**src/design/sbr_pkg.sv**
```systemverilog
// constants, state encodings and timing figures of the system bus port
// assumes a single bus clock of 20 MHz driving every flip-flop
package sbr_pkg;

  // bus clock period
  localparam int CLK_PERIOD_NS = 50;

  // depth of the pin synchroniser
  localparam int SYNC_DEPTH = 2;

  // slave cycle: acknowledge to write capture and to size acknowledges, in bus clocks
  localparam int SLV_CAPTURE_BCLK = 2;
  localparam int SLV_SIZEACK_BCLK = 2;
  // slave cycle: acknowledge to ready output, in half bus clocks (2.5 clocks)
  localparam int SLV_SLAVE_READY_OUT_HALF_BCLK = 5;
  localparam int SLV_SLAVE_READY_OUT_CYC = (SLV_SLAVE_READY_OUT_HALF_BCLK + 1) / 2;
  localparam int SLV_CAPTURE_CYC = SLV_CAPTURE_BCLK;
  localparam int SLV_SIZEACK_CYC = SLV_SIZEACK_BCLK;
  localparam int SLV_CNT_W = 3;

  // width of the register data path and register address
  localparam int REG_DATA_W = 16;
  localparam int REG_ADDR_W = 6;

  // programmed wait count meaning no extra wait states
  localparam logic [1:0] WAIT_NONE = 2'h0;
  localparam logic [1:0] WAIT_LAST = 2'h1;

  // reset values of the pin drivers (all strobes inactive high)
  localparam logic STROBE_IDLE = 1'h1;
  localparam logic OE_OFF = 1'h1;

  typedef enum logic [3:0] {
    M_IDLE = 4'h0,
    M_ARB = 4'h1,
    M_T1 = 4'h2,
    M_TW = 4'h3,
    M_T2 = 4'h4,
    M_END = 4'h5,
    M_TH = 4'h6,
    M_HOLDOFF = 4'h7
  } sbr_mstate_type;

  typedef enum logic [1:0] {
    S_IDLE = 2'h0,
    S_ACTIVE = 2'h1,
    S_RELEASE = 2'h2
  } sbr_sstate_type;

endpackage

```
**src/design/sbr_slave_if.sv**
```systemverilog
// signals between the bus port and its register slave engine
// assumes both ends run on the same bus clock
`timescale 1ns/1ps
interface sbr_slave_if;
  logic csAct;
  logic strobeAct;
  logic accessEnd;
  logic isRead;
  logic styleM;
  logic masterIdle;
  logic [sbr_pkg::REG_DATA_W-1:0] regRData;
  logic want;
  logic smackN;
  logic sizeAckN;
  logic rdyoN;
  logic drive;
  logic [sbr_pkg::REG_DATA_W-1:0] rdata;
  logic regWr;
  logic regRd;

  modport engine (
    input csAct, strobeAct, accessEnd, isRead, styleM, masterIdle, regRData,
    output want, smackN, sizeAckN, rdyoN, drive, rdata, regWr, regRd
  );
  modport port (
    output csAct, strobeAct, accessEnd, isRead, styleM, masterIdle, regRData,
    input want, smackN, sizeAckN, rdyoN, drive, rdata, regWr, regRd
  );
endinterface

```
**src/design/sbr_slave_engine.sv**
```systemverilog
// register slave engine: acknowledge, size acknowledge, ready and data timing
// assumes already synchronised chip select and strobe levels from the bus port
`timescale 1ns/1ps
module sbr_slave_engine (
  input wire logic clk,
  input wire logic rst_n,
  sbr_slave_if.engine slv
);

  sbr_pkg::sbr_sstate_type st_q;
  logic [sbr_pkg::SLV_CNT_W-1:0] cnt_q;
  logic read_q;

  wire startAcc = slv.csAct && slv.strobeAct && slv.masterIdle;
  wire hitCapture = (cnt_q == sbr_pkg::SLV_CAPTURE_CYC[sbr_pkg::SLV_CNT_W-1:0] - 3'h1);
  wire hitSizeAck = (cnt_q == sbr_pkg::SLV_SIZEACK_CYC[sbr_pkg::SLV_CNT_W-1:0] - 3'h1);
  wire hitRdyo = (cnt_q == sbr_pkg::SLV_SLAVE_READY_OUT_CYC[sbr_pkg::SLV_CNT_W-1:0] - 3'h1);
  wire cntFull = (cnt_q == 3'h7);

  always_ff @(posedge clk) begin
    if (!rst_n) begin
      st_q <= sbr_pkg::S_IDLE;
      cnt_q <= 3'h0;
      read_q <= 1'h0;
      slv.want <= 1'h0;
      slv.smackN <= sbr_pkg::STROBE_IDLE;
      slv.sizeAckN <= sbr_pkg::STROBE_IDLE;
      slv.rdyoN <= sbr_pkg::STROBE_IDLE;
      slv.drive <= 1'h0;
      slv.rdata <= 16'h0000;
      slv.regWr <= 1'h0;
      slv.regRd <= 1'h0;
    end else begin
      // a pending chip select holds off new master cycles
      slv.want <= slv.csAct;
      slv.regWr <= 1'h0;
      slv.regRd <= 1'h0;
      case (st_q)
        sbr_pkg::S_IDLE: begin
          // each strobe opens its own access, even with chip select held
          if (startAcc) begin
            st_q <= sbr_pkg::S_ACTIVE;
            cnt_q <= 3'h0;
            read_q <= slv.isRead;
            slv.smackN <= 1'h0;
            slv.drive <= slv.isRead;
            slv.rdata <= slv.regRData;
            slv.regRd <= slv.isRead;
          end
        end
        sbr_pkg::S_ACTIVE: begin
          if (!cntFull) begin
            cnt_q <= cnt_q + 3'h1;
          end
          if (hitCapture && !read_q) begin
            slv.regWr <= 1'h1;
          end
          if (hitSizeAck && slv.styleM) begin
            slv.sizeAckN <= 1'h0;
          end
          if (hitRdyo && !slv.styleM) begin
            slv.rdyoN <= 1'h0;
          end
          if (slv.accessEnd) begin
            st_q <= sbr_pkg::S_RELEASE;
          end
        end
        sbr_pkg::S_RELEASE: begin
          // first of strobe or chip select going inactive ends the access
          st_q <= sbr_pkg::S_IDLE;
          slv.smackN <= sbr_pkg::STROBE_IDLE;
          slv.sizeAckN <= sbr_pkg::STROBE_IDLE;
          slv.rdyoN <= sbr_pkg::STROBE_IDLE;
          slv.drive <= 1'h0;
        end
        default: begin
          st_q <= sbr_pkg::S_IDLE;
        end
      endcase
    end
  end

endmodule

```
**src/design/sbr_bus_port.sv**
```systemverilog
// system bus port: asynchronous master memory cycle, bus retry, register slave
// assumes every bus pin arrives unsynchronised; user-side ports are on clk
`timescale 1ns/1ps
module sbr_bus_port (
  input wire logic clk,
  input wire logic rst_n,
  // user master request side
  input wire logic masterReq,
  input wire logic masterWrite,
  input wire logic [31:1] masterAddr,
  input wire logic [31:0] masterWData,
  output logic [31:0] masterRData,
  output logic masterDone,
  output logic masterBusy,
  // configuration and status bits
  input wire logic syncBusSelect,
  input wire logic extendedBusMode,
  input wire logic latchedRetryMode,
  input wire logic [1:0] waitCountField,
  input wire logic busStyleSelect,
  input wire logic retryFlagClear,
  output logic retryPendingFlag,
  // bus arbitration
  output logic busRequest,
  input wire logic busGrant,
  output logic busGrantAcknowledgeN,
  output logic busGrantAcknowledgeOeN,
  // master cycle pins
  output logic addressStrobeN,
  output logic earlyCycleStartN,
  output logic dataStrobeN,
  output logic masterWriteReadDir,
  output logic [31:1] addrOut,
  output logic masterOeN,
  input wire logic masterReadyInN,
  input wire logic busRetryInputN,
  // two-way data pins
  input wire logic [31:0] dataIn,
  output logic [31:0] dataOut,
  output logic dataOeN,
  // slave access pins
  input wire logic slaveAddressStrobe,
  input wire logic chipSelectN,
  input wire logic slaveReadWriteDir,
  input wire logic [5:0] registerAddress,
  output logic slaveMemoryAckN,
  output logic [1:0] sizeAcknowledgesN,
  output logic slaveReadyOutN,
  output logic slaveOeN,
  // register file side
  output logic [5:0] regAddr,
  output logic [15:0] regWData,
  output logic regWrite,
  output logic regRead,
  input wire logic [15:0] regRData
);

  localparam int SYNC_W = 44;

  sbr_slave_if slv ();

  function automatic logic isBusState(input sbr_pkg::sbr_mstate_type s);
    isBusState = (s == sbr_pkg::M_T1) || (s == sbr_pkg::M_TW) || (s == sbr_pkg::M_T2);
  endfunction

  // pin synchroniser: first stage feeds only the second
  logic [SYNC_W-1:0] syncMeta_q;
  logic [SYNC_W-1:0] syncPin_q;
  wire [SYNC_W-1:0] pinRaw = {masterReadyInN, busRetryInputN, chipSelectN,
    slaveAddressStrobe, slaveReadWriteDir, registerAddress, dataIn, busGrant};

  always_ff @(posedge clk) begin
    if (!rst_n) begin
      syncMeta_q <= {SYNC_W{1'h1}};
      syncPin_q <= {SYNC_W{1'h1}};
    end else begin
      syncMeta_q <= pinRaw;
      syncPin_q <= syncMeta_q;
    end
  end

  wire readyIn = !syncPin_q[43];
  wire retryIn = !syncPin_q[42];
  wire csIn = !syncPin_q[41];
  wire sasIn = syncPin_q[40];
  wire dirIn = syncPin_q[39];
  wire [5:0] raIn = syncPin_q[38:33];
  wire [31:0] dataSync = syncPin_q[32:1];
  wire grantIn = syncPin_q[0];

  // master cycle state
  sbr_pkg::sbr_mstate_type st_q;
  sbr_pkg::sbr_mstate_type stD;
  logic [31:1] addr_q;
  logic [31:0] wdata_q;
  logic wr_q;
  logic [1:0] waitLeft_q;
  logic hadWait_q;
  logic earlyRdy_q;
  logic retrySeen_q;
  logic flag_q;

  // asynchronous retry sampling only exists in extended asynchronous bus mode
  wire asyncRetry = extendedBusMode && !syncBusSelect;
  wire retryHit = retryIn || (asyncRetry && retrySeen_q);
  wire readyHit = readyIn || earlyRdy_q;
  wire inT2 = (st_q == sbr_pkg::M_T2);
  wire retryEnd = inT2 && retryHit;
  wire readyEnd = inT2 && !retryHit && readyHit;
  // a new attempt waits for the retry pin to be let go, so a held retry is not seen twice
  wire grantGo = grantIn && !retryIn;

  always_comb begin
    stD = st_q;
    case (st_q)
      sbr_pkg::M_IDLE: begin
        if (masterReq && !slv.want && !flag_q) begin
          stD = sbr_pkg::M_ARB;
        end
      end
      sbr_pkg::M_ARB: begin
        if (grantGo && !slv.want) begin
          stD = sbr_pkg::M_T1;
        end
      end
      sbr_pkg::M_T1: begin
        // programmed waits sit between first and second states
        if (waitCountField == sbr_pkg::WAIT_NONE) begin
          stD = sbr_pkg::M_T2;
        end else begin
          stD = sbr_pkg::M_TW;
        end
      end
      sbr_pkg::M_TW: begin
        if (waitLeft_q == sbr_pkg::WAIT_LAST) begin
          stD = sbr_pkg::M_T2;
        end
      end
      sbr_pkg::M_T2: begin
        // retry takes precedence over ready
        if (retryHit) begin
          stD = sbr_pkg::M_TH;
        end else if (readyHit) begin
          stD = sbr_pkg::M_END;
        end
      end
      sbr_pkg::M_END: begin
        stD = sbr_pkg::M_IDLE;
      end
      sbr_pkg::M_TH: begin
        if (latchedRetryMode) begin
          stD = sbr_pkg::M_HOLDOFF;
        end else begin
          stD = sbr_pkg::M_ARB;
        end
      end
      sbr_pkg::M_HOLDOFF: begin
        if (!flag_q && !retryIn) begin
          stD = sbr_pkg::M_ARB;
        end
      end
      default: begin
        stD = sbr_pkg::M_IDLE;
      end
    endcase
  end

  wire newCycle = (st_q == sbr_pkg::M_IDLE) && (stD == sbr_pkg::M_ARB);
  wire enterT1 = (stD == sbr_pkg::M_T1);
  wire busNow = isBusState(st_q);
  wire busNext = isBusState(stD);

  always_ff @(posedge clk) begin
    if (!rst_n) begin
      st_q <= sbr_pkg::M_IDLE;
    end else begin
      st_q <= stD;
    end
  end

  // cycle attributes are latched once and held through retries
  always_ff @(posedge clk) begin
    if (!rst_n) begin
      addr_q <= 31'h00000000;
      wdata_q <= 32'h00000000;
      wr_q <= 1'h0;
    end else if (newCycle) begin
      addr_q <= masterAddr;
      wdata_q <= masterWData;
      wr_q <= masterWrite;
    end
  end

  wire [1:0] waitLeftD = (st_q == sbr_pkg::M_T1) ? waitCountField :
    (st_q == sbr_pkg::M_TW) ? waitLeft_q - 2'h1 : waitLeft_q;
  // early ready in the first state gives the short asynchronous cycle
  wire earlyRdyD = (st_q == sbr_pkg::M_T1) ?
    (!syncBusSelect && readyIn && waitCountField == sbr_pkg::WAIT_NONE) : earlyRdy_q;
  wire retrySeenD = enterT1 ? 1'h0 :
    busNow ? (retrySeen_q || (asyncRetry && retryIn)) : 1'h0;

  always_ff @(posedge clk) begin
    if (!rst_n) begin
      waitLeft_q <= sbr_pkg::WAIT_NONE;
      hadWait_q <= 1'h0;
      earlyRdy_q <= 1'h0;
      retrySeen_q <= 1'h0;
    end else begin
      waitLeft_q <= waitLeftD;
      hadWait_q <= enterT1 ? 1'h0 : (hadWait_q || stD == sbr_pkg::M_TW);
      earlyRdy_q <= earlyRdyD;
      retrySeen_q <= retrySeenD;
    end
  end

  // retry flag: a retry in the clearing cycle still sets it
  wire flagSet = retryEnd && latchedRetryMode;
  always_ff @(posedge clk) begin
    if (!rst_n) begin
      flag_q <= 1'h0;
    end else if (flagSet) begin
      flag_q <= 1'h1;
    end else if (retryFlagClear) begin
      flag_q <= 1'h0;
    end
  end

  // master pin drive values
  wire dsOnD = busNext && (!wr_q || stD == sbr_pkg::M_TW ||
    (stD == sbr_pkg::M_T2 && hadWait_q));
  wire masterDriveD = busNext && wr_q;
  wire bgackOeD = busNext || busNow;

  always_ff @(posedge clk) begin
    if (!rst_n) begin
      addressStrobeN <= sbr_pkg::STROBE_IDLE;
      earlyCycleStartN <= sbr_pkg::STROBE_IDLE;
      dataStrobeN <= sbr_pkg::STROBE_IDLE;
      masterWriteReadDir <= 1'h0;
      addrOut <= 31'h00000000;
      masterOeN <= sbr_pkg::OE_OFF;
    end else begin
      addressStrobeN <= !enterT1;
      earlyCycleStartN <= !enterT1;
      dataStrobeN <= !dsOnD;
      masterWriteReadDir <= wr_q;
      addrOut <= addr_q;
      masterOeN <= !busNext;
    end
  end

  // grant acknowledge driven high one cycle before floating
  always_ff @(posedge clk) begin
    if (!rst_n) begin
      busRequest <= 1'h0;
      busGrantAcknowledgeN <= sbr_pkg::STROBE_IDLE;
      busGrantAcknowledgeOeN <= sbr_pkg::OE_OFF;
    end else begin
      busRequest <= busNext || (stD == sbr_pkg::M_ARB);
      busGrantAcknowledgeN <= !busNext;
      busGrantAcknowledgeOeN <= !bgackOeD;
    end
  end

  // read capture and completion report
  always_ff @(posedge clk) begin
    if (!rst_n) begin
      masterRData <= 32'h00000000;
      masterDone <= 1'h0;
      masterBusy <= 1'h0;
      retryPendingFlag <= 1'h0;
    end else begin
      if (readyEnd && !wr_q) begin
        masterRData <= dataSync;
      end
      masterDone <= readyEnd;
      masterBusy <= (stD != sbr_pkg::M_IDLE);
      retryPendingFlag <= flag_q;
    end
  end

  // slave engine hookup; slave timing ignores the bus mode bit
  assign slv.csAct = csIn;
  assign slv.strobeAct = busStyleSelect ? !sasIn : sasIn;
  assign slv.accessEnd = !csIn || (busStyleSelect ? sasIn : !sasIn);
  assign slv.isRead = busStyleSelect ? dirIn : !dirIn;
  assign slv.styleM = busStyleSelect;
  // arbitration about to win counts as busy, so no slave start races a first state
  assign slv.masterIdle = (st_q == sbr_pkg::M_IDLE) || (st_q == sbr_pkg::M_HOLDOFF) ||
    (st_q == sbr_pkg::M_ARB && !grantGo);
  assign slv.regRData = regRData;

  sbr_slave_engine u_engine (
    .clk(clk),
    .rst_n(rst_n),
    .slv(slv)
  );

  // shared data pins: slave read data only on the low half
  wire [31:0] dataOutD = slv.drive ? {16'h0000, slv.rdata} : wdata_q;
  wire dataDriveD = slv.drive || masterDriveD;

  always_ff @(posedge clk) begin
    if (!rst_n) begin
      dataOut <= 32'h00000000;
      dataOeN <= sbr_pkg::OE_OFF;
    end else begin
      dataOut <= dataOutD;
      dataOeN <= !dataDriveD;
    end
  end

  // slave pins
  always_ff @(posedge clk) begin
    if (!rst_n) begin
      slaveMemoryAckN <= sbr_pkg::STROBE_IDLE;
      sizeAcknowledgesN <= 2'h3;
      slaveReadyOutN <= sbr_pkg::STROBE_IDLE;
      slaveOeN <= sbr_pkg::OE_OFF;
    end else begin
      slaveMemoryAckN <= slv.smackN;
      sizeAcknowledgesN <= {2{slv.sizeAckN}};
      slaveReadyOutN <= slv.rdyoN;
      slaveOeN <= slv.smackN;
    end
  end

  // register file strobes
  always_ff @(posedge clk) begin
    if (!rst_n) begin
      regAddr <= 6'h00;
      regWData <= 16'h0000;
      regWrite <= 1'h0;
      regRead <= 1'h0;
    end else begin
      regAddr <= raIn;
      regWData <= dataSync[15:0];
      regWrite <= slv.regWr;
      regRead <= slv.regRd;
    end
  end

endmodule

```
**config.mk**
```make
export PLATFORM = sky130hd
export DESIGN_NAME = sbr_bus_port
export DESIGN_NICKNAME = d
export VERILOG_FILES = /design/src/design/sbr_pkg.sv /design/src/design/sbr_slave_if.sv /design/src/design/sbr_slave_engine.sv /design/src/design/sbr_bus_port.sv
export SDC_FILE = /design/constraint.sdc
export NUM_CORES = 1
export LEC_CHECK = 0
export BUFFER_PORTS_ARGS = -buffer_cell sky130_fd_sc_hd__buf_4
export CAP_MARGIN = 20
export CORE_MARGIN = 8
export CORE_UTILIZATION = 40
export DETAILED_ROUTE_END_ITERATION = 8
export PLACE_DENSITY = 0.72
export SYNTH_ARGS = -nofsm -noshare
export SYNTH_HDL_FRONTEND = slang
export SYNTH_SLANG_ARGS = --single-unit
```
**constraint.sdc**
```tcl
create_clock -name clk -period 1.96 [get_ports clk]
set_input_delay 0.392 -clock clk [delete_from_list [all_inputs] [get_ports clk]]
set_output_delay 0.392 -clock clk [all_outputs]
set_load 0.03 [all_outputs]
```
==> results_dict.tcl <==
set metrics [dict create \
    post_synth_num_cell_types 52 \
    grt_overflow_total 0 \
    timing.max_cap.violations 0 \
    dieArea_mm2 0.03131 \
    layout-drive-gt1-share_pct 27.47 \
    area_growth_pct 34.63 \
    worst-path-buf-inv 1 \
    grt_setup_unrepaired "no" \
    ir_worst_vdd_v 0.0006220 \
    setup_tns_ps 0 \
    worst_ep_required_time_ps 2390 \
    final_layout_net_count 1435 \
    number_of_synthesized_flops_with_an_enable_pin 0 \
    yosysWarningCount 0 \
    dpl.hpwl_mm 17.40 \
    synth_seq_area_share_pct 62.40 \
    hold_path.class "primary input to flip-flop" \
    design_power_total_uw 14430 \
    remaining_routing_drc_violations 0 \
    clock_latency_ps 500 \
    globalRouteTotalUtil_pct 15.14 \
    dieHeight_um 177.0 \
    cts_num_sinks 323 \
    syn_inst 1033 \
    cts_tree "yes" \
    die_width_um 177.0 \
    synth-main-ff-cell "sky130_fd_sc_hd__dfxtp_1" \
    timing.slew.headroom_pct 56.71 \
    p_leak_uw 0.005911 \
    worstMarginPinSlew_ps 649.4 \
    layout_worst_path_cycle_share_pct 96.28 \
    starting_density_of_the_core_pct 40.22 \
    num_vias 7545 \
    critPathTopFamily "simple AND/OR/NAND/NOR gates" \
    place.gp.congestion 0.8679 \
    post_synth.cell_area_avg_um2 10.03 \
    crit_top_cell "sky130_fd_sc_hd__a21oi_1" \
    antenna_found_initial 1 \
    report.final.hold_viol_count 0 \
    worst-path-max-fanout 13 \
    drt-wirelength-per-cell_um 15.07 \
    timing.final.setup_violations 0 \
    cts_max_level 2 \
    synth_fp_nets 1172 \
    layout.cells.most_common_list "sky130_fd_sc_hd__dfxtp_1, sky130_fd_sc_hd__buf_4, sky130_fd_sc_hd__nand2_1" \
    p_per_area_mw_per_mm2 1034 \
    final.fill_count 2247 \
    detailedRoute.firstPassIterationCount 4 \
    final_common_cell "sky130_fd_sc_hd__dfxtp_1" \
    clock_skew_ps 9.888 \
    core-area_mm2 0.02576 \
    critical_path_arrival_ps 2320 \
    wirelength_mm 24.92 \
    cts-root-buf "sky130_fd_sc_hd__clkbuf_16" \
    pin_count 270 \
    timing.critical_path.cells "buf_4 > or4b_2 > a21oi_1 > o21ba_2 > a21oi_1" \
    criticalPathCategory "flip-flop to flip-flop" \
    port_buffers 269 \
    asyncSetResetFlopFracSynth_pct 0 \
    drt.antenna.violating_nets 0 \
    outcome "finished clean" \
    pin_count_of_the_biggest_net_entering_global_routing 145 \
    ctsHoldBuffers 0 \
    cts_buffers 35 \
    timing_max_transition_violations_final 0 \
    drt_iter0_markers 454 \
    cpMaxStageDelayCell "sky130_fd_sc_hd__or4b_2" \
    timing.critical_path.from_type "flip-flop" \
    shortest_period_the_worst_path_allows_ps 1887 \
    via_count_of_the_first_global_routing_pass 7342 \
    clk_pin_slew_ps 60 \
    cell_area_after_technology_mapping_mm2 0.01036 \
    post_drt_via_cell_ratio 4.562 \
    worstSetupEndpointType "flip-flop" \
    maxClockFrequency_mhz 529.9 \
    grt_pass1_wl_mm 38.45 \
    fp-row-count 59 \
    clock_tree.buffer_depth 3 \
    critPathMaxStageDelay_ps 680 \
    synth_seq_cells 323 \
]
## cell usage after synthesis, types with 3 or more instances
| library cell | n | area [um2] |
|---|---|---|
| sky130_fd_sc_hd__clkbuf_1 | 50 | 187.7 |
| sky130_fd_sc_hd__nand3_1 | 4 | 20.02 |
| sky130_fd_sc_hd__a211oi_1 | 3 | 22.52 |
| sky130_fd_sc_hd__nand2b_1 | 94 | 588.1 |
| sky130_fd_sc_hd__dfxtp_1 | 323 | 6466 |
| sky130_fd_sc_hd__and3_1 | 3 | 18.77 |
| sky130_fd_sc_hd__buf_2 | 3 | 15.01 |
| sky130_fd_sc_hd__nor2b_1 | 5 | 31.28 |
| sky130_fd_sc_hd__inv_1 | 23 | 86.33 |
| sky130_fd_sc_hd__buf_6 | 3 | 33.78 |
| sky130_fd_sc_hd__ha_1 | 5 | 62.56 |
| sky130_fd_sc_hd__or3_1 | 5 | 31.28 |
| sky130_fd_sc_hd__buf_4 | 7 | 52.55 |
| sky130_fd_sc_hd__nand3b_1 | 3 | 22.52 |
| sky130_fd_sc_hd__buf_1 | 3 | 11.26 |
| sky130_fd_sc_hd__mux2i_1 | 64 | 640.6 |
| sky130_fd_sc_hd__a21oi_1 | 76 | 380.4 |
| sky130_fd_sc_hd__o21ai_0 | 6 | 30.03 |
| sky130_fd_sc_hd__nor2_1 | 53 | 198.9 |
| sky130_fd_sc_hd__nand2_1 | 202 | 758.2 |
| sky130_fd_sc_hd__and2_1 | 57 | 356.6 |
## area by class of cell
type	count	area (um2)	area share, %
Sequential cell	323	6466	46.35
Timing Repair Buffer	292	2271	16.28
Tap cell	335	419.2	3.004
Inverter	24	91.34	0.6547
Clock inverter	11	117.6	0.8430
Clock buffer	48	1057	7.578
Antenna cell	1	2.502	0.01794
Multi-Input combinational cell	620	3526	25.27
## layer usage
layer / vias up / global-route usage, % / share of wire (%)
met3: 55 / 3.712 / 6.5
met1: 3468 / 17.56 / 41
met2: 208 / 25.75 / 49
met5: - / 0 / 0
li1: 3814 / - / -
met4: 0 / 7.391 / 3.8
## state kept, by name, summed over array words and instances, names as in the netlist, 3 cells and up
name,count
syncMeta_q,44
dataOut,32
wdata_q,32
u_engine.slv.rdata,16
regWData,16
addr_q,31
u_engine.cnt_q,3
addrOut,31
masterRData,32
st_q,4
syncPin_q,44
regAddr,6
## metrics by stage
stage / setup slack [ps] / util, % / area (um2) / hold WS (ps) / std cells
2_1_floorplan: 184.3 / - / 10360 / 386.3 / 1033
3_3_place_gp: 184.6 / 49.49 / 12750 / 387.5 / 1592
3_5_place_dp: 97.69 / 49.49 / 12750 / 391.7 / 1592
4_1_cts: 70.30 / 54.05 / 13920 / 52.23 / 1651
5_1_grt: 25.26 / 54.15 / 13950 / 59.22 / 1654
6_report: 72.87 / 54.15 / 13950 / 72.48 / 1654
## power by group
part / switching [uW] / internal (uW)
combinational: 530 / 448
clock: 2540 / 4030
sequential: 82.6 / 6800
## path summary, 6_finish.rpt
kind | from | endpoint | slack (ps) | depth (start not counted)
max | st_q[0] | st_q[1] | 70 | 5
max reg2reg | st_q[0] | st_q[1] | 70 | 5
min | slaveReadWriteDir | syncMeta_q[39] | 70 | 2
min reg2reg | syncMeta_q[24] | syncPin_q[24] | 400 | 1
## cell families after synthesis
| family | after synthesis | share of synthesized area [%] |
|---|---|---|
| xor+xnor | 2 | 0.1691 |
| mux | 64 | 6.182 |
| compound gates | 106 | 5.977 |
| flops | 323 | 62.40 |
| buf+inv | 90 | 3.767 |
| other cells | 1 | 0.03619 |
| fa+ha+maj | 5 | 0.6037 |
| simple gates | 442 | 20.86 |
## timing repair
item	4_1_cts	5_1_grt
setup endpoints to repair	0	30
gates resized for setup	0	1
buffers inserted	0	2
No activity file was read; power rests on OpenSTA's default activity.
